--- src/common/rst_clk_map.vh ---
// register map, field positions, reset values and timing counts
// Summary of operation
// - brown-out reset starts disabled, software enables
// - low supply raises interrupt or reset
// - reset only while brownout_reset_select set
// - brown-out reset acts like external reset
// - brown-out recorded in reset_cause_reg
// - lane written 1 holds peripheral reset
// - reset lanes match clock-gating lane order
// - lane reset drives every unit clock domain
// - core request resets whole system, then releases
// - after release fetch sp, pc, insn, run
// - watchdog interrupts first, resets second time-out
// - first time-out reloads 32-bit counter
// - second zero with interrupt pending resets
// - voltage adjust clamps 2.25 V to 2.75 V
// - fast internal oscillator is default clock
// - low-frequency oscillator selectable for deep sleep
// - clock mux offers six sources
// - extended config overrides base source, bypass and power-down fields, not crystal
// - crystal number passed unchanged as loop reference setting
// - cause bits sticky, power-on clears others
// - few cycles sync after external reset
`ifndef RST_CLK_MAP_VH
`define RST_CLK_MAP_VH
// register byte offsets
`define OFF_BOR_CTL     12'h000
`define OFF_RST_CAUSE   12'h004
`define OFF_PRST0       12'h008
`define OFF_PRST2       12'h010
`define OFF_REG_CTL     12'h014
`define OFF_RCC         12'h018
`define OFF_RCC_EXT     12'h01C
`define OFF_WD_LOAD     12'h020
`define OFF_WD_CTL      12'h024
`define OFF_WD_VALUE    12'h028
`define OFF_IRQ_STAT    12'h02C
`define OFF_PLL_CFG     12'h030
// brownout_control_reg fields
`define BOR_EN_BIT      0
`define BOR_RSEL_BIT    1
// reset_cause_reg fields
`define CAUSE_EXT       0
`define CAUSE_POR       1
`define CAUSE_BOR       2
`define CAUSE_WDT       3
`define CAUSE_SW        4
`define CAUSE_POR_VAL   5'h02
// irq status bits
`define IRQ_BOR_BIT     0
`define IRQ_WDT_BIT     1
// watchdog control bits
`define WD_EN_BIT       0
`define WD_RST_EN_BIT   1
// run_clock_config fields
`define RCC_SRC_LO      0
`define RCC_SRC_HI      2
`define RCC_CRYSTAL_SELECT_LO     6
`define RCC_CRYSTAL_SELECT_HI     10
`define RCC_BYPASS_BIT  11
`define RCC_PWRDN_BIT   13
`define RCC_USE_EXT_BIT 31
`define RCC_RST_VAL     32'h0000_2800
// clock source codes
`define SRC_FAST_OSC    3'h0
`define SRC_MAIN_OSC    3'h1
`define SRC_FAST_DIV4   3'h2
`define SRC_LOW_OSC     3'h3
`define SRC_RTC_OSC     3'h4
`define SRC_PLL         3'h5
// regulator adjust field
`define REGULATOR_VOLTAGE_ADJUST_HI         5
`define REGULATOR_VOLTAGE_ADJUST_MAX        6'h0A
// reset pulse for core and watchdog requests
`define RST_PULSE_NS    100
`endif

--- src/logic/reset_clock_ctrl.v ---
// reset merging, reset cause, watchdog and system clock selection
`timescale 1ns/100ps
`include "rst_clk_map.vh"
module reset_clock_ctrl #(
    parameter CLK_MHZ   = 200,
    parameter PRST_REGS = 3,
    parameter WD_W      = 32
) (
    input  wire                     clk,
    input  wire                     rst,
    input  wire                     psel,
    input  wire                     penable,
    input  wire                     pwrite,
    input  wire [11:0]              paddr,
    input  wire [31:0]              pwdata,
    output reg  [31:0]              prdata,
    output reg                      pready,
    output reg                      pslverr,
    input  wire                     ext_rst_n,
    input  wire                     supply_low,
    input  wire                     system_reset_request,
    input  wire                     fetch_done,
    output reg                      sys_rst,
    output reg  [PRST_REGS*32-1:0]  periph_rst,
    output reg                      bor_irq,
    output reg                      wdt_irq,
    output reg  [2:0]               clk_src_sel,
    output reg                      pll_pwrdn,
    output reg                      pll_bypass,
    output reg  [4:0]               pll_ref_setting,
    output reg                      pll_relock,
    output reg  [`REGULATOR_VOLTAGE_ADJUST_HI:0]        regulator_voltage_adjust,
    output reg                      fetch_req,
    output reg  [1:0]               fetch_kind,
    output reg                      core_run
);

    localparam integer RST_PULSE_CYC =
        (`RST_PULSE_NS * CLK_MHZ + 999) / 1000;
    localparam [7:0] PULSE_LEN = RST_PULSE_CYC[7:0];

    // boot fetch states
    localparam [1:0] ST_SP   = 2'h0;
    localparam [1:0] ST_PC   = 2'h1;
    localparam [1:0] ST_INSN = 2'h2;
    localparam [1:0] ST_RUN  = 2'h3;

    reg  [1:0]       bor_ctl_r;
    reg  [4:0]       cause_r;
    reg  [31:0]      prst_r [0:PRST_REGS-1];
    reg  [`REGULATOR_VOLTAGE_ADJUST_HI:0] regulator_voltage_adjust_r;
    reg  [31:0]      rcc_r;
    reg  [31:0]      rcc_ext_r;
    reg  [WD_W-1:0]  wd_load_r;
    reg  [1:0]       wd_ctl_r;
    reg  [WD_W-1:0]  wd_cnt_r;
    reg  [1:0]       irq_r;
    reg  [7:0]       pulse_cnt_r;
    reg              wd_fire_r;
    reg              sync1_r;
    reg              sync2_r;
    reg  [1:0]       boot_r;
    reg  [1:0]       boot_nxt;
    reg  [4:0]       crystal_select_prev_r;
    reg              pwrdn_prev_r;
    reg  [31:0]      rd_nxt;
    reg              err_nxt;

    wire acc      = psel & penable & pready;
    wire wr       = acc & pwrite;
    wire bor_act  = supply_low & bor_ctl_r[`BOR_EN_BIT];
    wire bor_rst  = bor_act & bor_ctl_r[`BOR_RSEL_BIT];
    wire bor_int  = bor_act & ~bor_ctl_r[`BOR_RSEL_BIT];
    wire wd_zero  = (wd_cnt_r == {WD_W{1'b0}});
    wire wd_en    = wd_ctl_r[`WD_EN_BIT];

    // brown-out joins the pin path, held while supply stays low
    wire rst_src  = rst | ~ext_rst_n | bor_rst |
                    (pulse_cnt_r != 8'h00);

    // extended config overrides the base source, bypass and power-down fields when selected; crystal select always comes from rcc_r
    wire use_ext  = rcc_ext_r[`RCC_USE_EXT_BIT];
    wire [31:0] rcc_eff = use_ext ? rcc_ext_r : rcc_r;
    wire [2:0] src_req  = rcc_eff[`RCC_SRC_HI:`RCC_SRC_LO];
    wire [4:0] crystal_select     = rcc_r[`RCC_CRYSTAL_SELECT_HI:`RCC_CRYSTAL_SELECT_LO];

    // async assert, two-flop synchronous release
    always @(posedge clk or posedge rst_src)
    begin
        if (rst_src)
        begin
            sync1_r <= 1'b1;
            sync2_r <= 1'b1;
        end
        else
        begin
            sync1_r <= 1'b0;
            sync2_r <= sync1_r;
        end
    end

    always @(posedge clk or posedge rst_src)
    begin
        if (rst_src)
            sys_rst <= 1'b1;
        else
            sys_rst <= sync2_r;
    end

    // pulse stretcher for core and watchdog requests
    always @(posedge clk or posedge rst)
    begin
        if (rst)
        begin
            pulse_cnt_r <= 8'h00;
        end
        else if (pulse_cnt_r != 8'h00)
            pulse_cnt_r <= pulse_cnt_r - 8'h01;
        else if (system_reset_request | wd_fire_r)
        begin
            pulse_cnt_r <= PULSE_LEN;
        end
    end

    // boot fetch order after release
    always @*
    begin
        boot_nxt = boot_r;
        case (boot_r)
            ST_SP:   if (fetch_done) boot_nxt = ST_PC;
            ST_PC:   if (fetch_done) boot_nxt = ST_INSN;
            ST_INSN: if (fetch_done) boot_nxt = ST_RUN;
            ST_RUN:  boot_nxt = ST_RUN;
            default: boot_nxt = ST_SP;
        endcase
    end

    always @(posedge clk or posedge rst)
    begin
        if (rst)
        begin
            boot_r    <= ST_SP;
            fetch_req <= 1'b0;
            fetch_kind <= ST_SP;
            core_run  <= 1'b0;
        end
        else if (sys_rst)
        begin
            boot_r    <= ST_SP;
            fetch_req <= 1'b0;
            fetch_kind <= ST_SP;
            core_run  <= 1'b0;
        end
        else
        begin
            boot_r     <= boot_nxt;
            fetch_req  <= (boot_nxt != ST_RUN);
            fetch_kind <= boot_nxt;
            core_run   <= (boot_nxt == ST_RUN);
        end
    end

    // reset cause: power-on leaves only its own bit, others sticky
    always @(posedge clk or posedge rst)
    begin
        if (rst)
            cause_r <= `CAUSE_POR_VAL;
        else
        begin
            cause_r[`CAUSE_EXT] <= ~ext_rst_n |
                (cause_r[`CAUSE_EXT] &
                 ~(wr && paddr == `OFF_RST_CAUSE && pwdata[`CAUSE_EXT]));
            cause_r[`CAUSE_POR] <= cause_r[`CAUSE_POR] &
                 ~(wr && paddr == `OFF_RST_CAUSE && pwdata[`CAUSE_POR]);
            cause_r[`CAUSE_BOR] <= bor_rst |
                (cause_r[`CAUSE_BOR] &
                 ~(wr && paddr == `OFF_RST_CAUSE && pwdata[`CAUSE_BOR]));
            cause_r[`CAUSE_WDT] <= wd_fire_r |
                (cause_r[`CAUSE_WDT] &
                 ~(wr && paddr == `OFF_RST_CAUSE && pwdata[`CAUSE_WDT]));
            cause_r[`CAUSE_SW] <= system_reset_request |
                (cause_r[`CAUSE_SW] &
                 ~(wr && paddr == `OFF_RST_CAUSE && pwdata[`CAUSE_SW]));
        end
    end

    // control registers survive system resets; only power-on clears them
    always @(posedge clk or posedge rst)
    begin
        if (rst)
        begin
            bor_ctl_r <= 2'b00;
            regulator_voltage_adjust_r    <= {(`REGULATOR_VOLTAGE_ADJUST_HI+1){1'b0}};
            rcc_r     <= `RCC_RST_VAL;
            rcc_ext_r <= `RCC_RST_VAL;
            wd_load_r <= {WD_W{1'b1}};
        end
        else if (wr)
        begin
            case (paddr)
                `OFF_BOR_CTL: bor_ctl_r <= pwdata[1:0];
                `OFF_REG_CTL:
                    // out-of-range codes are clamped to the top step
                    if (pwdata[`REGULATOR_VOLTAGE_ADJUST_HI:0] > `REGULATOR_VOLTAGE_ADJUST_MAX)
                        regulator_voltage_adjust_r <= `REGULATOR_VOLTAGE_ADJUST_MAX;
                    else
                        regulator_voltage_adjust_r <= pwdata[`REGULATOR_VOLTAGE_ADJUST_HI:0];
                `OFF_RCC:     rcc_r     <= pwdata;
                `OFF_RCC_EXT: rcc_ext_r <= pwdata;
                `OFF_WD_LOAD: wd_load_r <= pwdata[WD_W-1:0];
                default:      bor_ctl_r <= bor_ctl_r;
            endcase
        end
    end

    // peripheral reset lanes, one generate entry per register
    genvar g;
    generate
        for (g = 0; g < PRST_REGS; g = g + 1)
        begin : g_prst
            always @(posedge clk or posedge rst)
            begin
                if (rst)
                    prst_r[g] <= 32'h0000_0000;
                else if (wr && paddr == `OFF_PRST0 + 12'h004 * g)
                    prst_r[g] <= pwdata;
            end
            // lane k of word g drives the unit whose clock gate is lane k;
            // the unit fans it out to all of its clock domains
            always @(posedge clk or posedge rst)
            begin
                if (rst)
                    periph_rst[g*32 +: 32] <= 32'h0000_0000;
                else
                    periph_rst[g*32 +: 32] <= prst_r[g];
            end
        end
    endgenerate

    // watchdog: first zero interrupts and reloads, second zero resets
    always @(posedge clk or posedge rst)
    begin
        if (rst)
        begin
            wd_ctl_r  <= 2'b00;
            wd_cnt_r  <= {WD_W{1'b1}};
            wd_fire_r <= 1'b0;
        end
        else if (sys_rst)
        begin
            wd_ctl_r  <= 2'b00;
            wd_cnt_r  <= wd_load_r;
            wd_fire_r <= 1'b0;
        end
        else
        begin
            wd_fire_r <= 1'b0;
            if (wr && paddr == `OFF_WD_CTL)
                wd_ctl_r <= pwdata[1:0];
            if (wr && paddr == `OFF_WD_LOAD)
                wd_cnt_r <= pwdata[WD_W-1:0];
            else if (wd_en && wd_zero)
            begin
                wd_cnt_r <= wd_load_r;
                wd_fire_r <= irq_r[`IRQ_WDT_BIT] &
                             wd_ctl_r[`WD_RST_EN_BIT];
            end
            else if (wd_en)
                wd_cnt_r <= wd_cnt_r - {{(WD_W-1){1'b0}}, 1'b1};
        end
    end

    // sticky interrupt flags; a new event beats a same-cycle clear
    always @(posedge clk or posedge rst)
    begin
        if (rst)
            irq_r <= 2'b00;
        else if (sys_rst)
            irq_r <= 2'b00;
        else
        begin
            irq_r[`IRQ_BOR_BIT] <= bor_int |
                (irq_r[`IRQ_BOR_BIT] &
                 ~(wr && paddr == `OFF_IRQ_STAT && pwdata[`IRQ_BOR_BIT]));
            irq_r[`IRQ_WDT_BIT] <= (wd_en & wd_zero) |
                (irq_r[`IRQ_WDT_BIT] &
                 ~(wr && paddr == `OFF_IRQ_STAT && pwdata[`IRQ_WDT_BIT]));
        end
    end

    // clock selection; unknown codes keep the current source
    always @(posedge clk or posedge rst)
    begin
        if (rst)
        begin
            clk_src_sel     <= `SRC_FAST_OSC;
            pll_pwrdn       <= 1'b1;
            pll_bypass      <= 1'b1;
            pll_ref_setting <= 5'h00;
            pll_relock      <= 1'b0;
            crystal_select_prev_r     <= 5'h00;
            pwrdn_prev_r    <= 1'b1;
        end
        else
        begin
            case (src_req)
                `SRC_FAST_OSC, `SRC_MAIN_OSC, `SRC_FAST_DIV4,
                `SRC_LOW_OSC, `SRC_RTC_OSC, `SRC_PLL:
                    clk_src_sel <= src_req;
                default:
                    clk_src_sel <= clk_src_sel;
            endcase
            pll_pwrdn    <= rcc_eff[`RCC_PWRDN_BIT];
            pll_bypass   <= rcc_eff[`RCC_BYPASS_BIT];
            pll_ref_setting <= crystal_select;
            crystal_select_prev_r  <= crystal_select;
            pwrdn_prev_r <= rcc_eff[`RCC_PWRDN_BIT];
            // same-value writes do not disturb the loop
            pll_relock <= (crystal_select != crystal_select_prev_r) |
                (pwrdn_prev_r & ~rcc_eff[`RCC_PWRDN_BIT]);
        end
    end

    always @(posedge clk or posedge rst)
    begin
        if (rst)
        begin
            bor_irq <= 1'b0;
            wdt_irq <= 1'b0;
            regulator_voltage_adjust <= {(`REGULATOR_VOLTAGE_ADJUST_HI+1){1'b0}};
        end
        else
        begin
            bor_irq <= irq_r[`IRQ_BOR_BIT];
            wdt_irq <= irq_r[`IRQ_WDT_BIT];
            regulator_voltage_adjust <= regulator_voltage_adjust_r;
        end
    end

    // read decode, captured in the setup cycle
    always @*
    begin
        rd_nxt  = 32'h0000_0000;
        err_nxt = 1'b0;
        case (paddr)
            `OFF_BOR_CTL:   rd_nxt = {30'h0000_0000, bor_ctl_r};
            `OFF_RST_CAUSE: rd_nxt = {27'h000_0000, cause_r};
            `OFF_PRST0:     rd_nxt = prst_r[0];
            `OFF_PRST0 + 12'h004: rd_nxt = prst_r[1];
            `OFF_PRST2:     rd_nxt = prst_r[2];
            `OFF_REG_CTL:   rd_nxt = {26'h000_0000, regulator_voltage_adjust_r};
            `OFF_RCC:       rd_nxt = rcc_r;
            `OFF_RCC_EXT:   rd_nxt = rcc_ext_r;
            `OFF_WD_LOAD:   rd_nxt = wd_load_r;
            `OFF_WD_CTL:    rd_nxt = {30'h0000_0000, wd_ctl_r};
            `OFF_WD_VALUE:  rd_nxt = wd_cnt_r;
            `OFF_IRQ_STAT:  rd_nxt = {30'h0000_0000, irq_r};
            `OFF_PLL_CFG:   rd_nxt = {27'h000_0000, pll_ref_setting};
            default:        err_nxt = 1'b1;
        endcase
    end

    // one wait-free access cycle: pready rises in the first access cycle
    always @(posedge clk or posedge rst)
    begin
        if (rst)
        begin
            prdata  <= 32'h0000_0000;
            pready  <= 1'b0;
            pslverr <= 1'b0;
        end
        else
        begin
            pready  <= psel & ~penable;
            pslverr <= psel & ~penable & err_nxt;
            if (psel & ~penable & ~pwrite)
                prdata <= rd_nxt;
        end
    end

endmodule // reset_clock_ctrl

--- config.mk ---
export PLATFORM = sky130hd
export DESIGN_NAME = reset_clock_ctrl
export DESIGN_NICKNAME = d
export VERILOG_FILES = /design/src/logic/reset_clock_ctrl.v
export VERILOG_INCLUDE_DIRS = /design/src /design/src/common
export SDC_FILE = /design/constraint.sdc
export NUM_CORES = 1
export LEC_CHECK = 0
export BUFFER_PORTS_ARGS = -buffer_cell sky130_fd_sc_hd__buf_2
export CORE_AREA = 2 2 177 179
export CTS_CLUSTER_SIZE = 10
export DETAILED_ROUTE_END_ITERATION = 10
export DIE_AREA = 0 0 179 181
export PLACE_DENSITY_LB_ADDON = 0.08
export SYNTH_ARGS = -nofsm -noshare
export SYNTH_HDL_FRONTEND = slang
export SYNTH_SLANG_ARGS = --single-unit
--- constraint.sdc ---
create_clock -name clk -period 23 [get_ports clk]
set_clock_uncertainty 0.05 [all_clocks]
set_input_delay 1.15 -clock clk [delete_from_list [all_inputs] [get_ports clk]]
set_output_delay 1.15 -clock clk [all_outputs]
set_load 0.02 [all_outputs]
==> results.cfg <==
[floorplan]
dieArea_mm2 = 0.0324
die_height_um = 181
fp.dieW_um = 179
core_area_mm2 = 0.0303
initial_core_util_pct = 57.9
rows = 64
ios = 207

[clocking]
cts_num_sinks = 406
hold_buffers = 0
cts_buffer_depth = 3
cts_tree = yes
path_clk_slew_ns = 0.05
cts_buffers = 47
cts_resized = 0
cts.htree.levels = 2
clock_latency_ns = 0.54
cts_setup_buffers = 0
clockRootBuffer = clkbuf_16

[synthesis]
synthFlopType = dfrtp_1
synth_area_mm2 = 0.0176
synthTopCellsByArea = dfrtp_1 (47%), dfstp_2 (11%), mux2_2 (11%)
avgSynthCellArea_um2 = 11.8
synthesis.nets = 1544
synth_warnings = 0
synth_edf_count = 0
yosysSeqAreaShare_pct = 58.4
ys_types = 79
synthArstFlopShare_pct = 100
ys_ff_latch = 406
synth_top_area_cell = dfrtp_1
netlist.area_leader.share_pct = 47.3
synth_cells = 1488

[critical_path]
crit-reg2reg-launch = wd_cnt_r[1]
r2r_setup_slack_ns = 19.81
crit_chain = buf_2, inv_1, nand2_1, nor2_1, nand3_1, buf_4, mux2_2
endpoint_kind = register
timing.rr.end = wd_cnt_r[23]
r2r_cells = 8
crit_path_end = rcc_ext_r[2]
slowest_delay_ns = 0.75
crit_arrival_ns = 4.58
crit_required_ns = 23.37
start_kind = input port
cp_max_fo = 29
startpoint = paddr[5]
path_class = input port to register
crit_slowest_cell = nand3_1

[flow_run]
maxCapViolCount = 0

[route]
route.detailed.drc = 0
top_layer = met4
wl_met2_mm = 24.6
wl_met3_mm = 4.56
dr_total_vias = 13202
wl_per_cell_um = 24.8
wl_met1_mm = 21.4
drt_wl_total_mm = 52.4
drt-initial-drc-count = 1126
drt-vias-per-instance = 6.25
route.antenna.remaining_nets = 0
dr.pass1.iters = 6

[timing]
final_max_slew_viol_count = 0
setup-violations-final = 0
holdWs_ns = 0.306
fin_crit_ns = 4.20
tightest_slew_ns = 1.30
final.setup.tns_ns = 0
fmax_ghz = 0.238
maxSlewHeadroom_pct = 12.3
fin_crit_sh_pct = 18.3
rsz0062_at_grt = no
final-hold-violation-count = 0

[placement]
dp_hpwl_mm = 34.1
placed_area_mm2 = 0.0189
portBuffers = 206
gp_congestion = 0.938

[final_layout]
final_nets = 1734
final_common_cell = dfrtp_1
finalCoreUtilization_pct = 67.1
drive_gt1_share_pct = 32.8
final_cell_mix = dfrtp_1 (332), buf_2 (206), nand2_1 (174)
fin_area_mm2 = 0.0204
syn2layout_area_growth_pct = 15.9

[power]
power_density_mw_per_mm2 = 76.5
p_leak_uw = 0.00992
irDropWorstVdd_mv = 0.0719

[global_route]
grt_usage_pct = 32.7
grt_pass1_vias = 13095
grt_pass1_wl_mm = 80.2
grt_antenna_before_repair = 1
grt-ovfl-total = 0
grt_max_degree = 122

[run_status]
status = complete, no violations

[worst_hold_path]
hold_class = register to register
Yosys cell counts, drive strengths merged, types with 4 or more instances:
cell type  instances
nor4              19
and3               4
a21o               6
o211ai             6
nor2             110
a221o             10
o221ai            15
a2111oi            4
dfrtp            332
nand3             24
a22oi             27
nand2b             4
xnor2              8
clkbuf            46
o22ai             17
a211oi             8
nand2            174
a22o               7
buf               44
o21ai             53
a32oi              6
nor4b              5
a31oi              9
dfstp             74
nand3b             5
nand4             13
mux2             173
and2               8
a21oi             65
nor3              29
a221oi            22
or3               10
o22a               9
mux2i             52
inv               15
xor2              14
o41ai              4
or4                5
nor2b              6
worst min path at each step:
stage / startpoint / end / slack, ns / depth (start not counted)
4_1_cts: sync2_r / sys_rst / 0.31 / 0
3_3_place_gp: sync2_r / sys_rst / 0.30 / 0
6_report: sync2_r / sys_rst / 0.31 / 0
5_1_grt: sync2_r / sys_rst / 0.31 / 0
2_1_floorplan: sync1_r / sync2_r / 0.30 / 0
3_5_place_dp: sync2_r / sys_rst / 0.30 / 0
worst max-delay path: cells and delay by family:
kind,cells,cell delay [ns]
mux,1,0.38
simple gates,3,1.58
buf+inv,3,1.43
flip-flops by register name (all words and copies together) (netlist names), 8 cells and up:
name,cells
periph_rst,96
prst_r,96
prdata,32
rcc_ext_r,32
rcc_r,32
wd_cnt_r,32
wd_load_r,32
pulse_cnt_r,8
cell type report:
type / instances / area, um2
inverter: 15 / 63.8
timing repair buffer: 231 / 1220
tap: 396 / 495
antenna: 1 / 2.50
fill: 2357 / 10000
multi-input combinational: 977 / 6900
clock inverter: 3 / 55.1
sequential: 406 / 10300
clock buffer: 84 / 1370
logic make-up after synthesis:
logic type,synth area share [%]
buffers and inverters,2.59
AND/OR/NAND/NOR,11.6
adder cells (fa/ha/maj),0.214
AO/OA/AOI/OAI,11.9
other,0.0214
multiplexers,14.2
XOR/XNOR,1.10
flip-flops,58.4
power by group:
group          leakage, uW  total, uW  internal, uW  switching (uW)
clock             0.000678        694           410             283
combinational      0.00391        109          35.7            73.2
sequential         0.00533        754           735            18.5
routing by layer:
layer,track usage (%),vias up
met5,0,-
met4,10.4,0
met3,7.20,118
met2,51.3,635
met1,45.5,6628
li1,-,5821
metrics by stage:
| stage | total power [uW] | setup slack, ns | cells |
|---|---|---|---|
| floorplan | 832 | 10.70 | 1488 |
| CTS | 1560 | 18.87 | 2112 |
| global route | 1610 | 18.71 | 2113 |
| global placement | 870 | 18.47 | 2025 |
| finish | 1560 | 18.80 | 2113 |
| detailed placement | 873 | 18.37 | 2025 |
No activity file was read; power rests on OpenSTA's default activity.
